File: src/core/dci_regs.svh
// constants of the calibration-invert, partial refresh mask and oscillator count mode registers
// assumes: included by the main module by bare name; types live in dci_pkg
// Notes on behaviour
// [RQ1] invert bit n flips the calibration pattern on low-byte lane n
// [RQ2] inversion applies to both calibration patterns, any lane combination
// [RQ3] invert register resets to 55h, lanes 0, 2, 4, 6 inverted
// [RQ4] mask/inversion lane always carries the true pattern bit
// [RQ5] no bus inversion during read calibration even when enabled
// [RQ6] bank mask bit n set disables refresh of bank n; resets to zero
// [RQ7] bank masks are held separately for each channel
// [RQ8] segment mask bit n set disables refresh of segment n; resets zero
// [RQ9] segment is the top three row bits, chosen by channel density
// [RQ10] segment masks are held separately for each channel
// [RQ11] controller writes segment bits 7:6 as zero for 3, 6, 12Gb
// [RQ12] count reported as low byte and high byte read-only registers
// [RQ13] controller reads both count registers and joins them
// [RQ14] start-oscillator command clears both count registers; a run finishing in the same cycle is loaded instead
// [RQ15] controller may use the count to retune strobe phase
// [RQ16] register read drives eight bits on lanes 7:0, unused bits zero
// [RQ17] reads of write-only registers return zero without side effects
`ifndef DCI_REGS_SVH
`define DCI_REGS_SVH
`define DCI_MA_LOW_INVERT 6'h0F
`define DCI_MA_BANK_MASK  6'h10
`define DCI_MA_SEG_MASK   6'h11
`define DCI_MA_CNT_LOW    6'h12
`define DCI_MA_CNT_HIGH   6'h13
`define DCI_INVERT_RST    8'h55
`define DCI_MASK_RST      8'h00
`define DCI_CNT_RST       8'h00
`define DCI_DBI_ONES_MAX  4'h4
`endif

File: src/core/dci_pkg.sv
// types and helpers shared by the mode register block and its calibration lane driver
// assumes: compiled before every other design file
package dci_pkg;
  typedef enum logic [1:0] {
    DCI_CMD_NOP     = 2'b00,
    DCI_CMD_MRW     = 2'b01,
    DCI_CMD_MRR     = 2'b10,
    DCI_CMD_OSC_MPC = 2'b11
  } dci_cmd_type;

  typedef logic [7:0] dci_byte_type;

  // density code 0..7 = 1,2,3,4,6,8,12,16 Gb per channel
  function automatic logic [2:0] dci_seg_of(input logic [2:0] dens, input logic [16:0] row);
    logic [2:0] seg;
    seg = row[16:14];
    case (dens)
      3'h0: seg = row[12:10];
      3'h1: seg = row[13:11];
      3'h2, 3'h3: seg = row[14:12];
      3'h4, 3'h5: seg = row[15:13];
      default: seg = row[16:14];
    endcase
    return seg;
  endfunction

  function automatic logic [3:0] dci_ones(input dci_byte_type b);
    logic [3:0] n;
    n = 4'h0;
    for (int i = 0; i < 8; i++) begin
      n = n + {3'h0, b[i]};
    end
    return n;
  endfunction
endpackage

File: src/core/dci_cal_if.sv
// carries the invert mask, pattern bits and lane results between top and lane driver
// assumes: one clock domain, driven by dci_top
interface dci_cal_if;
  logic [7:0] invert_mask;
  logic       cal_active;
  logic       pat_sel_b;
  logic       pat_a_bit;
  logic       pat_b_bit;
  logic       bus_inv_en;
  logic [7:0] rd_byte;
  logic [7:0] dq_lane;
  logic       mask_lane;
  modport ctrl (output invert_mask, cal_active, pat_sel_b, pat_a_bit, pat_b_bit, bus_inv_en, rd_byte,
                input dq_lane, mask_lane);
  modport lane (input invert_mask, cal_active, pat_sel_b, pat_a_bit, pat_b_bit, bus_inv_en, rd_byte,
                output dq_lane, mask_lane);
endinterface

File: src/core/dci_top.sv
// mode registers for low-byte calibration invert, partial-refresh masks and strobe oscillator count
// assumes: command pins arrive from the controller, sampled on rising edges of its clock ck_i;
// refresh query, oscillator and calibration inputs come from logic on ref_clk_i
`include "dci_regs.svh"
module dci_top
  import dci_pkg::*;
#(
  parameter int NUM_CH = 2
)(
  input  wire logic                         ref_clk_i,
  input  wire logic                         reset_i,
  input  wire logic                         ck_i,
  input  wire logic                         cmd_valid_i,
  input  wire logic [1:0]                   cmd_code_i,
  input  wire logic [$clog2(NUM_CH)-1:0]    cmd_chan_i,
  input  wire logic [5:0]                   cmd_addr_i,
  input  wire logic [7:0]                   cmd_op_i,
  output logic                              rd_valid_o,
  output logic [7:0]                        rd_dq_o,
  input  wire logic                         osc_done_i,
  input  wire logic [15:0]                  osc_count_i,
  input  wire logic [NUM_CH-1:0][2:0]       density_i,
  input  wire logic                         rfq_valid_i,
  input  wire logic [$clog2(NUM_CH)-1:0]    rfq_chan_i,
  input  wire logic [2:0]                   rfq_bank_i,
  input  wire logic [16:0]                  rfq_row_i,
  output logic                              rfq_skip_o,
  output logic [NUM_CH-1:0][7:0]            bank_mask_o,
  output logic [NUM_CH-1:0][7:0]            seg_mask_o,
  input  wire logic                         cal_active_i,
  input  wire logic                         cal_pat_sel_b_i,
  input  wire logic                         cal_pat_a_bit_i,
  input  wire logic                         cal_pat_b_bit_i,
  input  wire logic                         bus_inv_en_i,
  input  wire logic [7:0]                   rd_byte_i,
  output logic [7:0]                        dq_lane_o,
  output logic                              mask_lane_o
);
  localparam int CW = $clog2(NUM_CH);
  localparam int PW = 18 + CW;

  // two-stage synchroniser for the clock and command pins
  // the command word rides the same two flops as ck_i; it is held steady around the
  // rise, so the word read at the detected edge is whole even though it is multi-bit
  logic [PW-1:0] pin_s1_r;
  logic [PW-1:0] pin_s2_r;
  logic          ck_d_r;
  logic          ck_s;
  logic          valid_s;
  dci_cmd_type   code_s;
  logic [CW-1:0] chan_s;
  logic [5:0]    addr_s;
  logic [7:0]    op_s;
  logic          take;

  always_ff @(posedge ref_clk_i or posedge reset_i) begin
    if (reset_i) begin
      pin_s1_r <= '0;
      pin_s2_r <= '0;
      ck_d_r   <= 1'b0;
    end else begin
      pin_s1_r <= {ck_i, cmd_valid_i, cmd_code_i, cmd_chan_i, cmd_addr_i, cmd_op_i};
      pin_s2_r <= pin_s1_r;
      ck_d_r   <= pin_s2_r[PW-1];
    end
  end

  always_comb begin
    ck_s    = pin_s2_r[PW-1];
    valid_s = pin_s2_r[PW-2];
    code_s  = dci_cmd_type'(pin_s2_r[PW-3 -: 2]);
    chan_s  = pin_s2_r[14+CW-1 -: CW];
    addr_s  = pin_s2_r[13:8];
    op_s    = pin_s2_r[7:0];
    // a channel beyond NUM_CH is dropped rather than aliased onto a real one
    take    = ck_s && !ck_d_r && valid_s && (int'(chan_s) < NUM_CH);
  end

  // register state
  dci_byte_type              invert_r;
  dci_byte_type              invert_nxt;
  logic [NUM_CH-1:0][7:0]    bank_r;
  logic [NUM_CH-1:0][7:0]    bank_nxt;
  logic [NUM_CH-1:0][7:0]    seg_r;
  logic [NUM_CH-1:0][7:0]    seg_nxt;
  dci_byte_type              cnt_lo_r;
  dci_byte_type              cnt_lo_nxt;
  dci_byte_type              cnt_hi_r;
  dci_byte_type              cnt_hi_nxt;
  logic                      rd_valid_r;
  logic                      rd_valid_nxt;
  dci_byte_type              rd_dq_r;
  dci_byte_type              rd_dq_nxt;
  logic                      skip_r;
  logic                      skip_nxt;

  always_comb begin
    invert_nxt   = invert_r;
    bank_nxt     = bank_r;
    seg_nxt      = seg_r;
    cnt_lo_nxt   = cnt_lo_r;
    cnt_hi_nxt   = cnt_hi_r;
    rd_valid_nxt = 1'b0;
    rd_dq_nxt    = rd_dq_r;
    if (take && code_s == DCI_CMD_MRW) begin
      if (addr_s == `DCI_MA_LOW_INVERT) begin
        invert_nxt = op_s;                                                     // RQ1
      end else if (addr_s == `DCI_MA_BANK_MASK) begin
        bank_nxt[chan_s] = op_s;                                               // RQ6 RQ7
      end else if (addr_s == `DCI_MA_SEG_MASK) begin
        seg_nxt[chan_s] = op_s;                                                // RQ8 RQ10
      end
    end
    if (take && code_s == DCI_CMD_MRR) begin
      rd_valid_nxt = 1'b1;
      if (addr_s == `DCI_MA_CNT_LOW) begin
        rd_dq_nxt = cnt_lo_r;                                                  // RQ12 RQ16
      end else if (addr_s == `DCI_MA_CNT_HIGH) begin
        rd_dq_nxt = cnt_hi_r;                                                  // RQ12 RQ16
      end else begin
        rd_dq_nxt = 8'h00;                                                     // RQ17
      end
    end
    if (take && code_s == DCI_CMD_OSC_MPC) begin
      cnt_lo_nxt = `DCI_CNT_RST;                                               // RQ14
      cnt_hi_nxt = `DCI_CNT_RST;
    end
    // a finished run in the same cycle as a restart is kept, not lost
    if (osc_done_i) begin
      cnt_lo_nxt = osc_count_i[7:0];                                           // RQ12
      cnt_hi_nxt = osc_count_i[15:8];
    end
    // the answer uses the masks as they stand now; a write in the same cycle counts next time
    skip_nxt = 1'b0;
    if (rfq_valid_i && int'(rfq_chan_i) < NUM_CH) begin
      skip_nxt = bank_r[rfq_chan_i][rfq_bank_i] ||                             // RQ6
                 seg_r[rfq_chan_i][dci_seg_of(density_i[rfq_chan_i], rfq_row_i)]; // RQ9
    end
  end

  always_ff @(posedge ref_clk_i or posedge reset_i) begin
    if (reset_i) begin
      invert_r   <= `DCI_INVERT_RST;                                           // RQ3
      bank_r     <= '0;
      seg_r      <= '0;
      cnt_lo_r   <= `DCI_CNT_RST;
      cnt_hi_r   <= `DCI_CNT_RST;
      rd_valid_r <= 1'b0;
      rd_dq_r    <= 8'h00;
      skip_r     <= 1'b0;
    end else begin
      invert_r   <= invert_nxt;
      bank_r     <= bank_nxt;
      seg_r      <= seg_nxt;
      cnt_lo_r   <= cnt_lo_nxt;
      cnt_hi_r   <= cnt_hi_nxt;
      rd_valid_r <= rd_valid_nxt;
      rd_dq_r    <= rd_dq_nxt;
      skip_r     <= skip_nxt;
    end
  end

  assign rd_valid_o  = rd_valid_r;
  assign rd_dq_o     = rd_dq_r;
  assign rfq_skip_o  = skip_r;
  assign bank_mask_o = bank_r;
  assign seg_mask_o  = seg_r;

  dci_cal_if cal_bus ();
  assign cal_bus.invert_mask = invert_r;                                       // RQ2
  assign cal_bus.cal_active  = cal_active_i;
  assign cal_bus.pat_sel_b   = cal_pat_sel_b_i;
  assign cal_bus.pat_a_bit   = cal_pat_a_bit_i;
  assign cal_bus.pat_b_bit   = cal_pat_b_bit_i;
  assign cal_bus.bus_inv_en  = bus_inv_en_i;
  assign cal_bus.rd_byte     = rd_byte_i;
  assign dq_lane_o           = cal_bus.dq_lane;
  assign mask_lane_o         = cal_bus.mask_lane;

  dci_cal_lane u_lane (
    .ref_clk_i (ref_clk_i),
    .reset_i   (reset_i),
    .cal       (cal_bus.lane)
  );
endmodule

File: src/core/dci_cal_lane.sv
// low-byte lane driver: calibration pattern with per-lane inversion, or read data with bus inversion
// assumes: all inputs come from logic on ref_clk_i
`include "dci_regs.svh"
module dci_cal_lane
  import dci_pkg::*;
(
  input  wire logic ref_clk_i,
  input  wire logic reset_i,
  dci_cal_if.lane   cal
);
  logic [7:0] dq_r;
  logic [7:0] dq_nxt;
  logic       mask_r;
  logic       mask_nxt;
  logic       pat_bit;
  logic       dbi_hit;

  always_comb begin
    pat_bit  = cal.pat_sel_b ? cal.pat_b_bit : cal.pat_a_bit;                  // RQ2
    dbi_hit  = cal.bus_inv_en && (dci_ones(cal.rd_byte) > `DCI_DBI_ONES_MAX);
    dq_nxt   = dbi_hit ? ~cal.rd_byte : cal.rd_byte;
    mask_nxt = dbi_hit;
    if (cal.cal_active) begin
      dq_nxt   = {8{pat_bit}} ^ cal.invert_mask;                               // RQ1
      mask_nxt = pat_bit;                                                      // RQ4 RQ5
    end
  end

  always_ff @(posedge ref_clk_i or posedge reset_i) begin
    if (reset_i) begin
      dq_r   <= 8'h00;
      mask_r <= 1'b0;
    end else begin
      dq_r   <= dq_nxt;
      mask_r <= mask_nxt;
    end
  end

  assign cal.dq_lane   = dq_r;
  assign cal.mask_lane = mask_r;
endmodule

File: config.mk
export PLATFORM = sky130hd
export DESIGN_NAME = dci_top
export DESIGN_NICKNAME = d
export VERILOG_FILES = /design/src/core/dci_pkg.sv /design/src/core/dci_cal_if.sv /design/src/core/dci_top.sv /design/src/core/dci_cal_lane.sv
export VERILOG_INCLUDE_DIRS = /design/src /design/src/core
export SDC_FILE = /design/constraint.sdc
export NUM_CORES = 1
export LEC_CHECK = 0
export BUFFER_PORTS_ARGS = -buffer_cell sky130_fd_sc_hd__buf_2
export CAP_MARGIN = 20
export CORE_ASPECT_RATIO = 1.25
export CORE_UTILIZATION = 39
export CTS_BUF_LIST = sky130_fd_sc_hd__clkbuf_4
export DETAILED_ROUTE_END_ITERATION = 7
export GPL_ROUTABILITY_DRIVEN = 0
export HOLD_SLACK_MARGIN = 0.02
export MAX_ROUTING_LAYER = met4
export SLEW_MARGIN = 20
export SYNTH_ARGS = -nofsm -noshare
export SYNTH_HDL_FRONTEND = slang
export SYNTH_HIERARCHICAL = 1
export SYNTH_SLANG_ARGS = --single-unit
export TNS_END_PERCENT = 10
File: constraint.sdc
create_clock -name ref_clk_i -period 6.4 [get_ports ref_clk_i]
set_clock_uncertainty 0.2 [all_clocks]
set_input_delay 0 -clock ref_clk_i [delete_from_list [all_inputs] [get_ports ref_clk_i]]
set_output_delay 0 -clock ref_clk_i [all_outputs]
set_load 0.03 [all_outputs]
==> metrics.txt <==
status finished clean; number of detailed-route iterations in the first pass 4; port bufs 119; Worst setup SP type primary input; measured slew at the worst slew-check pin 1.114 ns; largest net degree at the start of global routing 64; first-pass GRT wire length 18,890 microns; PwrDens 225.5 nW/um^2; clock sink count 114; Pins Over Slew Limit 0; grt ovf 0; clock share of power 0.265; CTS buffer count 17; post-route ant nets 0; Worst path most repeated cell fa_1; clock tree buffer depth 2; final net count 667; Max FO, Critical Path 9; Setup WS post-layout 1.860 ns; Tot GR Track Use 0.2052; Combinational Power Share 0.215; Most used DFF post-synth dfrtp_1; TNS Setup 0 ns; die height 125.3 microns; n_diodes 0; crit path DAT 4.72 ns; #FFs+latches synth 114; asr flop ratio synth 1.000; Post-synth EDFFs 0; Final Power 1.528 mW; CP max stage delay 0.81 ns; Starting Density 0.4044; Ys Warns 6; synthesis-to-finish area growth 42.93%; wire length per cell 15.34 microns; Peak Freq 220.3 MHz; cell area after layout 6778 sq um; final setup fails 0; met1 wire length 4461 microns; maximum vdd drop 132.9 uV; setup bufs post-CTS 0; Netlist cell types 47; endpoints failing hold 0; vias in the first global route 3,892; DP HPWL 7420 microns; leakage power 3.301 nW; CTS tree yes; Die X 100.6 microns; cell row count 44; sw power 0.4449 mW; RSZ-0062 raised after global routing no; Critical Path Sink Type flip-flop; Reg power frac 0.520; drt via density 4.932; Net Sw Frac 0.2911; required time worst endpoint 6.58 ns; # IOs 130; min-delay worst type reg -> reg; Mapped Cells 345; DR DRC count 0; max cap viols 0; Seq/Total Area, Yosys 0.6026; final period utilization 0.7094; clk slew on worst S/H paths 0.09 ns; Cell Area, Placed 5503 sq um; First DRT Iteration DRCs 162; total length of routed wires 11,550 microns; H-tree levels 4; CTS root buf clkbuf_4; Vias 3,714; P_int 1.083 mW; Core Box Area 11,730 sq um; minimum clock period 4.540 ns; Syn Nets 431; mapped cell area 4742 sq um; worst skew pair latency 0.50 ns; DP Worst Slack 2.521 ns; die area 12,610 sq um; Worst Path Class, Setup in -> reg; met2 WL 6216 microns; Crit-path slowest cell o22ai_1; layout cell share with drive strength beyond 1 0.3666; WL met3 715 microns; highest routed layer met4; Rel. slew slack 0.2556; critical path cell sequence dlygate4sd3_1 -> buf_2 -> inv_1 -> fa_1 -> fa_1 -> fa_1 -> inv_1 -> ha_1 -> fa_1 -> o21ai_0 -> o22ai_1 -> xnor2_1 -> o21ai_2 -> dlygate4sd3_1; initial antenna violation count 0; Mean Syn Cell Area 13.75 sq um
cell usage after synthesis (all sizes together) (2+ instances only):
cell / count / area, sq um
a21oi: 12 / 60.06
a22o: 16 / 140.1
a22oi: 10 / 75.07
buf: 6 / 35.03
clkbuf: 5 / 18.77
dfrtp: 110 / 2753
dfstp: 4 / 105.1
fa: 4 / 80.08
ha: 3 / 37.54
inv: 17 / 63.81
mux2: 43 / 484.2
mux2i: 7 / 82.58
mux4: 6 / 135.1
nand2: 16 / 60.06
nand2b: 2 / 12.51
nand3: 2 / 10.01
nand3b: 2 / 15.01
nor2: 16 / 60.06
nor3: 5 / 30.03
nor3b: 6 / 45.04
o2111ai: 2 / 17.52
o211ai: 2 / 20.02
o21ai: 14 / 100.1
o22ai: 2 / 12.51
xnor2: 17 / 148.9
cell usage in the layout (no fill, tap or decap), types with 2 or more instances in the layout:
cell,instances
buf_2,119
dfrtp_1,110
dlygate4sd3_1,107
mux2_2,42
clkbuf_4,21
xnor2_1,17
nand2_1,16
a22o_1,16
inv_1,16
nor2_1,15
a21oi_1,12
a22oi_1,10
clkinv_2,8
o21ai_2,8
mux2i_1,6
mux4_2,6
nor3b_1,6
o21ai_0,6
nor3_1,4
dfstp_2,4
fa_1,4
ha_1,3
nand3b_1,2
nand3_1,2
o2111ai_1,2
nand2b_1,2
o22ai_1,2
buf_4,2
worst max-delay path, delay by kind of cell:
family,cells,cell delay (ns)
xor+xnor,1,0.22
compound gates,3,0.96
fa+ha+maj,5,2.17
buf+inv,5,1.35
sequential cells by signal (all words and copies together) (netlist names):
register and count:
u_lane/cal.dq_lane 8, pin_s1_r 19, seg_mask_o 16, cnt_hi_r 8, rd_dq_o 8, cnt_lo_r 8, ck_d_r 1, rd_valid_o 1
pin_s2_r 19, rfq_skip_o 1, cal_bus.invert_mask 8, u_lane/cal.mask_lane 1, bank_mask_o 16
routing by layer:
metal / vias to the layer above / global-route usage
li1: 1714 / -
met1: 1845 / 0.2242
met2: 137 / 0.3493
met3: 18 / 0.06149
met4: 0 / 0.07587
met5: - / -
stage by stage:
stage	utilization	instances	hold slack (ns)
floorplan	-	345	-0.3721
global placement	0.4693	616	-0.1981
detailed placement	0.4693	616	-0.1967
CTS	0.5778	753	0.1545
global route	0.5780	753	0.1536
finish	0.5780	753	0.1508
logic make-up after synthesis:
family | count (synthesis) | synth area share
AOI/OAI and AO/OA | 68 | 0.1082
xor gates and xnor gates | 17 | 0.03140
and+or+nand+nor | 55 | 0.06016
adders and majority gates | 7 | 0.02480
buffers and inverters | 28 | 0.02480
DFF | 114 | 0.6026
muxes | 56 | 0.1480
final timing paths:
path	end	slack (ns)	cells after the start	start
setup / recovery	u_lane/cal.dq_lane[6]	1.86	14	rd_byte_i[0]
hold / removal	pin_s2_r[13]	0.15	0	pin_s1_r[13]
setup reg to reg	bank_mask_o[4]	3.75	4	pin_s2_r[11]
hold reg to reg	pin_s2_r[13]	0.15	0	pin_s1_r[13]
max in group asynchronous	cal_bus.invert_mask[7]	4.31	5	reset_i
min in group asynchronous	u_lane/cal.dq_lane[5]	0.44	4	reset_i
final cells by class:
class | count | area (sq um)
clock buffers | 21 | 157.7
clock inverters | 9 | 43.79
fillers | 973 | 4949
inverters | 17 | 66.31
multi-input cells | 203 | 1769
flip-flops and latches | 114 | 2858
well taps | 161 | 201.4
repair buffers | 228 | 1682
timing repair:
action	4_1_cts	5_1_grt
endpoints found under the hold margin	96	0
hold buffers	107	0
resized for setup	0	0
endpoints found under the setup margin	0	0
power by group through the flow:
stage	registers, mW	logic [mW]	clock network (mW)
2_1_floorplan	0.852	0.132	0
3_3_place_gp	0.805	0.251	0
3_5_place_dp	0.807	0.258	0
4_1_cts	0.793	0.324	0.419
5_1_grt	0.800	0.359	0.457
6_report	0.795	0.329	0.405
No activity file was read; power rests on OpenSTA's default activity.
